[config.mk]
export PLATFORM = sky130hd
export DESIGN_NAME = ttc_core
export DESIGN_NICKNAME = d
export VERILOG_FILES = /design/src/shared/ttc_pkg.sv /design/src/hdl/ttc_edge_det.sv /design/src/hdl/ttc_core.sv
export VERILOG_INCLUDE_DIRS = /design/src /design/src/shared
export SDC_FILE = /design/constraint.sdc
export NUM_CORES = 1
export LEC_CHECK = 0
export BUFFER_PORTS_ARGS = -buffer_cell sky130_fd_sc_hd__buf_2
export CORE_MARGIN = 2
export CORE_UTILIZATION = 35
export DETAILED_ROUTE_END_ITERATION = 7
export PLACE_DENSITY_LB_ADDON = 0.1
export SYNTH_ARGS = -nofsm -noshare
export SYNTH_HDL_FRONTEND = slang
export SYNTH_SLANG_ARGS = --single-unit
[constraint.sdc]
create_clock -name core_clk_i -period 2.87 [get_ports core_clk_i]
set_input_delay 0.287 -clock core_clk_i [delete_from_list [all_inputs] [get_ports core_clk_i]]
set_output_delay 0.287 -clock core_clk_i [all_outputs]
set_load 0.01 [all_outputs]
[src/shared/ttc_defs.svh]
/*
 * Constants of the trigger timestamp counter: register indices, command
 * and edge codes, bus responses, field widths and timing.
 * Assumes inclusion by the package, the design files and the bench.
 */
`ifndef TTC_DEFS_SVH
`define TTC_DEFS_SVH

// register indices; byte address is four times the index
`define TTC_IDX_CMD 30'h0000B798
`define TTC_IDX_START 30'h0000B7B6
`define TTC_IDX_EDGE 30'h0000B7CA
`define TTC_IDX_STAT 30'h0000B7D4
`define TTC_IDX_CNT_LO 30'h0000B7D8
`define TTC_IDX_CNT_HI 30'h0000B7D9

// command and readback codes
`define TTC_CMD_CLEAR 32'h00000000
`define TTC_CMD_OFF 32'h0000000A
`define TTC_CMD_RUN 32'h0000000B
`define TTC_CMD_FREE 32'h0000000C
`define TTC_CMD_SPLIT 32'h0000000D

// pulse edge codes
`define TTC_EDGE_RISE 32'h0000000A
`define TTC_EDGE_FALL 32'h00000014

// status fields
`define TTC_STAT_WAIT_BIT 0
`define TTC_STAT_LOST_BIT 1

// bus answers
`define TTC_RESP_OKAY 2'h0
`define TTC_RESP_SLVERR 2'h2
`define TTC_STRB_ALL 4'hF

// widths: low part counts samples, high part counts seconds in split mode and carries of the low part otherwise
`define TTC_LO_W 32
`define TTC_HI_W 24
`define TTC_WAIT_W 28

// reset values
`define TTC_RST_START 32'h00000000

// timing: longest wait for the seconds pulse after a clear
`define TTC_SYNC_WAIT_S 1
`define TTC_CLK_MHZ 250

`endif

[src/shared/ttc_pkg.sv]
/*
 * Types of the trigger timestamp counter: mode enum, bus carriers and
 * the state records of both modules.
 * Assumes ttc_defs.svh is reachable on the include path.
 */
`include "ttc_defs.svh"

package ttc_pkg;

	typedef enum logic [1:0] {
		TTC_MODE_OFF = 2'b00,
		TTC_MODE_FREE = 2'b01,
		TTC_MODE_RUN = 2'b10,
		TTC_MODE_SPLIT = 2'b11
	} ttc_mode_e;

	typedef struct packed {
		logic awvalid;
		logic [31:0] awaddr;
		logic wvalid;
		logic [31:0] wdata;
		logic [3:0] wstrb;
		logic bready;
		logic arvalid;
		logic [31:0] araddr;
		logic rready;
	} ttc_axi_req_s;

	typedef struct packed {
		logic awready;
		logic wready;
		logic bvalid;
		logic [1:0] bresp;
		logic arready;
		logic rvalid;
		logic [31:0] rdata;
		logic [1:0] rresp;
	} ttc_axi_rsp_s;

	typedef struct packed {
		logic valid;
		logic [`TTC_HI_W+`TTC_LO_W-1:0] stamp;
	} ttc_stamp_s;

	typedef struct packed {
		logic prev;
	} ttc_edge_s;

	typedef struct packed {
		ttc_mode_e mode;
		logic [`TTC_HI_W-1:0] cnt_hi;
		logic [`TTC_LO_W-1:0] cnt_lo;
		logic sync_wait;
		logic sync_lost;
		logic [`TTC_WAIT_W-1:0] wait_cnt;
		logic edge_fall;
		logic [31:0] start_time;
		logic aw_have;
		logic [31:0] aw_addr;
		logic w_have;
		logic [31:0] w_data;
		logic [3:0] w_strb;
		ttc_axi_rsp_s rsp;
		ttc_stamp_s ts;
	} ttc_state_s;

endpackage : ttc_pkg

[src/hdl/ttc_edge_det.sv]
/*
 * Edge detector: flags rising and falling edges of a level input.
 * Assumes the level is synchronous to core_clk_i.
 */
`timescale 1ns/10ps

module ttc_edge_det (
	// clock and reset
	input wire logic core_clk_i,
	input wire logic rst_b_i,
	// level in, edges out
	input wire logic level_i,
	output logic rise_o,
	output logic fall_o
);
	import ttc_pkg::*;

	ttc_edge_s q, d;

	always_comb begin
		d = q;
		d.prev = level_i;
	end

	always_ff @(posedge core_clk_i) begin
		if (!rst_b_i) begin
			q <= '0;
		end else begin
			q <= d;
		end
	end

	// same-cycle flags keep capture latency to one edge
	assign rise_o = level_i && !q.prev;
	assign fall_o = !level_i && q.prev;

endmodule : ttc_edge_det

[src/hdl/ttc_core.sv]
/*
 * Trigger timestamp counter with AXI4-Lite registers: wide counter with
 * three modes, seconds-pulse sync, capture of trigger and gate edges.
 * Assumes synchronous inputs at 250 MHz; the stamp buffer sits outside.
 */
// Added by the designer: the AXI4-Lite register port.
// Notes on behaviour
// - free-running: counter zeroes only on software clear, then counts on
// - command value 0 clears the counter to zero
// - command value 10 disables the unit; no further captures
// - command value 12 selects free-running mode
// - command value 11 selects run mode; counter zeroes at each start
// - command register reads back the current mode code
// - split mode: counter has seconds part and sample part
// - seconds part counts pulses since the last clear
// - sample part counts clocks, zeroes on each selected pulse edge
// - command value 13 selects split mode; still needs a clear
// - split clear zeroes all, then waits up to one second for pulse
// - edge register: 10 picks rising, 20 picks falling pulse edge
// - clear behaviour does not depend on the selected edge
// - start time register gives epoch seconds of the split reference
// - counter steps once per sample clock while active
// - each trigger stores the present counter value as a stamp
// - gated acquisition stamps both start and end of each segment
// - stamps go to a first-in first-out buffer of 64K entries
`timescale 1ns/10ps
`include "ttc_defs.svh"

module ttc_core #(
	parameter int unsigned SYNC_WAIT_CYC =
		`TTC_SYNC_WAIT_S * `TTC_CLK_MHZ * 1000000
) (
	// clock and reset
	input wire logic core_clk_i,
	input wire logic rst_b_i,
	// register bus
	input wire ttc_pkg::ttc_axi_req_s axi_req_i,
	output ttc_pkg::ttc_axi_rsp_s axi_rsp_o,
	// acquisition events
	input wire logic acq_start_i,
	input wire logic trig_i,
	input wire logic gated_mode_i,
	input wire logic gate_i,
	// seconds pulse and wall time
	input wire logic sec_pulse_i,
	input wire logic [31:0] epoch_sec_i,
	// captured stamps
	output ttc_pkg::ttc_stamp_s stamp_o
);
	import ttc_pkg::*;

	ttc_state_s q, d;
	logic sec_rise, sec_fall, gate_rise, gate_fall;
	logic do_wr, wr_cmd, wr_edge, sel_edge, counting, cap_evt, sync_to;
	logic [31:0] wr_val;
	logic [29:0] wr_idx, rd_idx;
	logic [1:0] lvl_v, rise_v, fall_v;

	// index 0 is the seconds pulse, index 1 the gate
	assign lvl_v = {gate_i, sec_pulse_i};
	for (genvar g = 0; g < 2; g++) begin : g_edge
		ttc_edge_det u_edge (
			.core_clk_i(core_clk_i),
			.rst_b_i(rst_b_i),
			.level_i(lvl_v[g]),
			.rise_o(rise_v[g]),
			.fall_o(fall_v[g])
		);
	end
	assign sec_rise = rise_v[0];
	assign sec_fall = fall_v[0];
	assign gate_rise = rise_v[1];
	assign gate_fall = fall_v[1];

	function automatic logic idx_mapped(input logic [29:0] idx);
		idx_mapped = (idx == `TTC_IDX_CMD) || (idx == `TTC_IDX_START) ||
			(idx == `TTC_IDX_EDGE) || (idx == `TTC_IDX_STAT) ||
			(idx == `TTC_IDX_CNT_LO) || (idx == `TTC_IDX_CNT_HI);
	endfunction : idx_mapped

	function automatic logic [31:0] mode_code(input ttc_mode_e m);
		case (m)
			TTC_MODE_FREE: mode_code = `TTC_CMD_FREE;
			TTC_MODE_RUN: mode_code = `TTC_CMD_RUN;
			TTC_MODE_SPLIT: mode_code = `TTC_CMD_SPLIT;
			default: mode_code = `TTC_CMD_OFF;
		endcase
	endfunction : mode_code

	assign wr_idx = q.aw_addr[31:2];
	assign rd_idx = axi_req_i.araddr[31:2];
	assign wr_val = q.w_data;
	// partial writes are answered but not applied: codes need a whole word
	assign do_wr = q.aw_have && q.w_have && !q.rsp.bvalid;
	assign wr_cmd = do_wr && (wr_idx == `TTC_IDX_CMD) &&
		(q.w_strb == `TTC_STRB_ALL);
	assign wr_edge = do_wr && (wr_idx == `TTC_IDX_EDGE) &&
		(q.w_strb == `TTC_STRB_ALL);
	assign sel_edge = q.edge_fall ? sec_fall : sec_rise;
	assign counting = (q.mode != TTC_MODE_OFF) && !q.sync_wait;
	assign cap_evt = gated_mode_i ? (gate_rise || gate_fall) : trig_i;
	// last cycle of the wait for the first pulse
	assign sync_to = q.sync_wait && !sec_rise &&
		(q.wait_cnt == `TTC_WAIT_W'(SYNC_WAIT_CYC - 1));

	always_comb begin
		d = q;
		// write address and data, taken in either order
		if (axi_req_i.awvalid && q.rsp.awready) begin
			d.aw_have = 1'b1;
			d.aw_addr = axi_req_i.awaddr;
		end
		if (axi_req_i.wvalid && q.rsp.wready) begin
			d.w_have = 1'b1;
			d.w_data = axi_req_i.wdata;
			d.w_strb = axi_req_i.wstrb;
		end
		if (q.rsp.bvalid && axi_req_i.bready) begin
			d.rsp.bvalid = 1'b0;
		end
		if (do_wr) begin
			d.aw_have = 1'b0;
			d.w_have = 1'b0;
			d.rsp.bvalid = 1'b1;
			d.rsp.bresp = idx_mapped(wr_idx) ? `TTC_RESP_OKAY :
				`TTC_RESP_SLVERR;
		end
		d.rsp.awready = !d.aw_have && !d.rsp.bvalid;
		d.rsp.wready = !d.w_have && !d.rsp.bvalid;
		// read channel: one read at a time
		if (q.rsp.rvalid && axi_req_i.rready) begin
			d.rsp.rvalid = 1'b0;
		end
		if (axi_req_i.arvalid && q.rsp.arready) begin
			d.rsp.rvalid = 1'b1;
			d.rsp.rresp = idx_mapped(rd_idx) ? `TTC_RESP_OKAY :
				`TTC_RESP_SLVERR;
			case (rd_idx)
				`TTC_IDX_CMD: d.rsp.rdata = mode_code(q.mode);
				`TTC_IDX_START: d.rsp.rdata = q.start_time;
				`TTC_IDX_EDGE: d.rsp.rdata = q.edge_fall ?
					`TTC_EDGE_FALL : `TTC_EDGE_RISE;
				`TTC_IDX_STAT: begin
					d.rsp.rdata = '0;
					d.rsp.rdata[`TTC_STAT_WAIT_BIT] = q.sync_wait;
					d.rsp.rdata[`TTC_STAT_LOST_BIT] = q.sync_lost;
				end
				`TTC_IDX_CNT_LO: d.rsp.rdata = q.cnt_lo;
				`TTC_IDX_CNT_HI: d.rsp.rdata = {8'h00, q.cnt_hi};
				default: d.rsp.rdata = '0;
			endcase
		end
		d.rsp.arready = !d.rsp.rvalid;

		// counter stepping; a disabled unit holds its value
		if (counting) begin
			if (q.mode == TTC_MODE_SPLIT) begin
				if (sel_edge) begin
					d.cnt_lo = '0;
					d.cnt_hi = q.cnt_hi + 1'b1;
				end else begin
					d.cnt_lo = q.cnt_lo + 1'b1;
				end
			end else begin
				{d.cnt_hi, d.cnt_lo} = {q.cnt_hi, q.cnt_lo} + 1'b1;
				if (q.mode == TTC_MODE_RUN && acq_start_i) begin
					d.cnt_hi = '0;
					d.cnt_lo = '0;
				end
			end
		end

		// sync wait after a split clear; always the rising edge
		if (q.sync_wait) begin
			if (sec_rise) begin
				d.sync_wait = 1'b0;
				d.start_time = epoch_sec_i;
			end else if (sync_to) begin
				// no pulse in time: run free, flag it for software
				d.sync_wait = 1'b0;
				d.sync_lost = 1'b1;
			end else begin
				d.wait_cnt = q.wait_cnt + 1'b1;
			end
		end

		if (wr_edge) begin
			case (wr_val)
				`TTC_EDGE_RISE: d.edge_fall = 1'b0;
				`TTC_EDGE_FALL: d.edge_fall = 1'b1;
				default: d.edge_fall = q.edge_fall;
			endcase
		end

		// commands override the stepping above
		if (wr_cmd) begin
			case (wr_val)
				`TTC_CMD_CLEAR: begin
					d.cnt_hi = '0;
					d.cnt_lo = '0;
					d.sync_lost = sync_to; // a timeout this cycle still flags
					d.wait_cnt = '0;
					d.sync_wait = (q.mode == TTC_MODE_SPLIT);
				end
				`TTC_CMD_OFF: begin
					d.mode = TTC_MODE_OFF;
					d.sync_wait = 1'b0;
				end
				`TTC_CMD_RUN: d.mode = TTC_MODE_RUN;
				`TTC_CMD_FREE: d.mode = TTC_MODE_FREE;
				`TTC_CMD_SPLIT: d.mode = TTC_MODE_SPLIT;
				default: d.mode = q.mode;
			endcase
		end

		// stamp of the value present at the event; buffer is downstream
		d.ts.valid = (q.mode != TTC_MODE_OFF) && cap_evt;
		d.ts.stamp = {q.cnt_hi, q.cnt_lo};
	end

	always_ff @(posedge core_clk_i) begin
		if (!rst_b_i) begin
			q <= '0;
			q.start_time <= `TTC_RST_START;
		end else begin
			q <= d;
		end
	end

	assign axi_rsp_o = q.rsp;
	assign stamp_o = q.ts;
endmodule : ttc_core

# Word-level counts from Yosys, hierarchy flattened
# Cells that the tools add are included.
dict set report word_totals {
  regBits 291
  input_bits 144
  output_inout_bits 98
  word_cells 133
}
dict set report classes {
  add_sub_neg 4
  eq_ne 22
  n_mux 31
  reduce_logical 51
}
# op n
set ops {}
lappend ops {{== test 30 x 16 -> 1 bit, second input constant} 12}
lappend ops {{two-way mux 56 bit} 4}
lappend ops {{case mux 32 bit (6 select lines)} 1}
lappend ops {{== test 32 x 4 -> 1 bit, second input constant} 4}
lappend ops {{two-way mux 86 bit} 1}
lappend ops {{two-way mux 29 bit} 2}
lappend ops {{adder 56 x 1 -> 56 bit, second input constant} 1}
lappend ops {{two-way mux 37 bit} 1}
lappend ops {{two-way mux 35 bit} 1}
lappend ops {{two-way mux 33 bit} 1}
lappend ops {{adder 32 x 1 -> 32 bit, second input constant} 1}
lappend ops {{== test 32 x 5 -> 1 bit, second input constant} 1}
lappend ops {{zero test 32 bit} 1}
lappend ops {{two-way mux 32 bit} 1}
lappend ops {{two-way mux 30 bit} 1}
lappend ops {{adder 28 x 1 -> 28 bit, second input constant} 1}
lappend ops {{== test 28 bit, second input constant} 1}
lappend ops {{two-way mux 28 bit} 1}
lappend ops {{adder 24 x 1 -> 24 bit, second input constant} 1}
lappend ops {{two-way mux 24 bit} 1}
lappend ops {{logical AND 1 bit} 22}
lappend ops {{zero test 1 bit} 11}
lappend ops {{logical OR 1 bit} 11}
lappend ops {{case mux 3 bit (3 select lines)} 1}
lappend ops {{other kinds (12)} 25}

# Logic depth before layout (Yosys ltp)
dict set report depth {
  ltp_word 10
  mapped_depth 9
  depth_no_buf 7
}

# Modules after synthesis
# A second synthesis with hierarchy kept.
dict set report hier_totals {
  hier_cells 1683
  area_unflattened_um2 13604.3
}
# module instances cells_each area_per_inst_um2
set modules_own_cells {}
lappend modules_own_cells {ttc_core 1 1675 13526.7}
lappend modules_own_cells {ttc_edge_det 2 4 38.8}

# Worst setup path before layout
# OpenSTA, ideal clock, no wires.
dict set report synth_timing {
  path_type {register -> register}
  start {register q[164] (netlist name)}
  end {register q, in the netlist d[10]}
  setup_ns 0.115
  t_arrival_ns 2.076
  slack_ns 0.679
  stages_incl_launch_ff 10
  n_path_buf 3
  period_less_slack_ns 2.191
  path_cell_list {dfxtp_1 > or4b_1 > or3_4 > nor4_4 > a31o_1 > buf_4 > or2_1 > buf_4 > buf_6 > nor2_1}
}
dict set report synth_between {
  elab_chain_len 4
}
# item line_no
set synth_lines {}
lappend synth_lines {{start, declared} ttc_core.sv:52} ;# ttc_state_s q, d;
lappend synth_lines {{== test 30 x 16 -> 1 bit (no source line)} --}
lappend synth_lines {{logical AND 1 bit (2 in series)} ttc_core.sv:95} ;# assign wr_cmd = do_wr && (wr_idx == `TTC_IDX_CMD) &&
lappend synth_lines {{two-way mux 86 bit} ttc_core.sv:196} ;# if (wr_cmd) begin
# Every way passes these cells.
# A chain may end at the register's enable or synchronous reset.

# Worst setup path after layout
dict set report layout_timing {
  start {register q[164] (netlist name)}
  end {register q, in the netlist d[40]}
}
# Same word-level chain as after synthesis.

==> metrics <==
#FFs+latches synth=~290; MaxCap Viol Count=0; setup TNS=0 ns; Setup Buffers After CTS=0; cts bufs inserted=34; Worst Tran Pin Value=between 1 and 1.5 ns; synthesized area=around 0.013 mm²; top cells by area, synth=dfxtp_1, nand2_1, buf_4; Hold Fails Final Rpt=0; Seq/Total Area, Yosys=approximately 44%; clock sink count=approximately 290; RSZ-0062 raised after global routing=no; fmax=0.394 GHz; Die Ht=around 200 µm; Critical Path End=d[40]; Clock Skew=0.0167 ns; I/O Buffers=approximately 240; synth warn=0; CTS tree=done; FF-to-FF setup slack=0.33 ns; Slew headroom=~33%; Setup CP Type=reg2reg; Area Growth Syn to Fin=22.3%; WP data required=approximately 3.3 ns; LEAKAGE=slightly above 6 nW; first-pass GRT wire length=about 63 mm; peak supply drop=a little over 400 µV; Post-synth EDFFs=0; placed cells=2203; H-tree depth=2; largest net degree at the start of global routing=70; remaining global-route overflow=0; Placeable Area=~0.037 mm²; prevailing post-synth register cell=dfxtp_1; DRC Markers=0; worst reg2reg startpoint=q[164]; Slew Limit Fails=0; initial antenna violation count=9; Final Worst Setup Slack=0.334 ns; clock latency on the worst-skew pair=approximately 0.53 ns; status=finished, final reports clean; Initial Util=35.6%; # setup viols final=0; Resized cells post-CTS=0; share of cells above drive strength 1=roughly a fifth; Hold Buf Count CTS=52; via count=~12000; fin crit share=between 80 and 90%; R2R Path End=d[40]; Reg2Reg Depth=7; Final ANT Viol Nets=0; Pwr Total=roughly 9.3 mW; post-DR wirelength/cell=17.5 µm; DP Wirelength=28.8 mm; Pwr per Cell Area=580 mW/mm²; Mean Syn Cell Area=between 8 and 9 µm²; Top Ports=~240; Synth area leader=dfxtp_1; crit path time final=2.54 ns; Synth top cells by count=nand2_1, dfxtp_1, a21oi_1; post-synthesis cell count=between 1500 and 2000; Worst setup SP type=flip-flop; vias per cell=roughly 5; vias in the first global route=about 12000; die footprint=approximately 0.039 mm²; Worst-path clk slew=around 0.06 ns; Nets=1970; crit-path max FO=53; Die Span X=197 µm; most frequent cell after synthesis=nand2_1; GRT Util Overall=20.6%; Post-Place Worst Slack=0.341 ns; crit path launch=q[164]; Placer Congestion=0.864; asr flop ratio synth=0%; Setup crit end kind=flip-flop; clk buf depth=3; drt first pass iters=7; clk root buf=clkbuf_16; final WL=40.5 mm; 1st-iter DRT viols=approximately 700; Yosys top cell area share=between 40% and 50%; Hold WC Path Type=in2reg; FP Rows=70; Yosys cell types=70; worst path arrival time=about 3 ns; non-filler cells, final=roughly 2300
## state kept, by name (all words and copies together), names as in the netlist
register,count
wr_val,32
stamp_o,57
g_edge.u_edge.q,2
q,101
d,56
axi_rsp_o,39
## metal layers
| layer | vias up | wire length (µm) | global-route usage (%) |
|---|---|---|---|
| met4 | 10 | 1440 | 8.63 |
| li1 | 5913 | - | - |
| met1 | 5532 | 17400 | 25.4 |
| met5 | - | 69 | 0 |
| met2 | 342 | 19100 | 34.6 |
| met3 | 97 | 2450 | 4.54 |
## worst max-delay path, stage by stage, from the launching register on
cell      delay [ns]
dfxtp_1         0.31
or4b_1          0.53
or3_4           0.43
nor4_4          0.28
a31o_1          0.30
buf_12          0.27
nand2b_1        0.18
a311oi_1        0.05
## placed cells by master, fill, tap and decap left out, types with 18 or more instances in the layout
master         synthesis  routed
and2_1                63      63
clkbuf_16              0      37
a31oi_1               20      20
nand2_1              300     300
dlygate4sd3_1          0      52
nand4_1               40      40
nor2_1               131     130
buf_2                  6     235
nand3_1               46      46
and3_1                20      20
xor2_1                24      24
xnor2_1               30      30
o21ai_0               64      64
dfxtp_1              287     287
nor4_1                20      20
a21oi_1              150     150
nor3_1                36      36
buf_4                102      65
a22oi_1               30      30
or3_1                 18      18
## per-stage QoR
| step | hold slack [ns] | utilization (%) | instance area (µm²) |
|---|---|---|---|
| floorplan | 0.401 | - | 13100 |
| global placement | 0.433 | 38.7 | 14200 |
| detailed placement | 0.439 | 38.7 | 14200 |
| CTS | 0.0000759 | 43.5 | 16000 |
| global route | 0.00555 | 43.5 | 16000 |
| finish | 0.0193 | 43.5 | 16000 |
## power by group
part | internal (mW) | leakage [nW] | switching (mW) | total (mW)
combinational | 0.197 | 3.14 | 0.247 | 0.443
clock | 3.02 | 0.611 | 1.71 | 4.73
sequential | 4.04 | 2.32 | 0.0348 | 4.07
## layout make-up
type / count / area (µm²)
flip-flops and latches: 287 / 5750
well taps: 468 / 586
fillers: 3828 / 20700
repair buffers: 353 / 2200
inverters: 12 / 46.3
clock buffers: 53 / 1080
diodes: 4 / 10.0
clock inverters: 8 / 165
multi-input cells: 1135 / 6130
## how the worst min path moves through the flow
| stage | start | endpoint | slack [ns] | cells after the start |
|---|---|---|---|---|
| after floorplan | gated_mode_i | stamp_o[56] | 0.40 | 1 |
| after global placement | axi_rsp_o[25] | axi_rsp_o[25] | 0.43 | 2 |
| after detailed placement | axi_rsp_o[25] | axi_rsp_o[25] | 0.44 | 2 |
| after CTS | epoch_sec_i[18] | q[186] | 0.00008 | 3 |
| after global routing | epoch_sec_i[26] | q[194] | 0.006 | 3 |
| final | axi_req_i[94] | q[157] | 0.02 | 3 |
## kinds of logic (layout without fill, tap and decap cells)
logic type / after synthesis / after routing / synth area share, %
simple gates: 758 / 758 / 28.6
compound gates: 312 / 312 / 13.9
flops: 287 / 287 / 44.0
buf+inv: 205 / 426 / 9.08
xor+xnor: 54 / 54 / 3.62
mux: 6 / 6 / 0.470
fa+ha+maj: 3 / 3 / 0.288
other cells: 1 / 6 / 0.0287
Note: power is estimated with default switching activity, not from simulation.
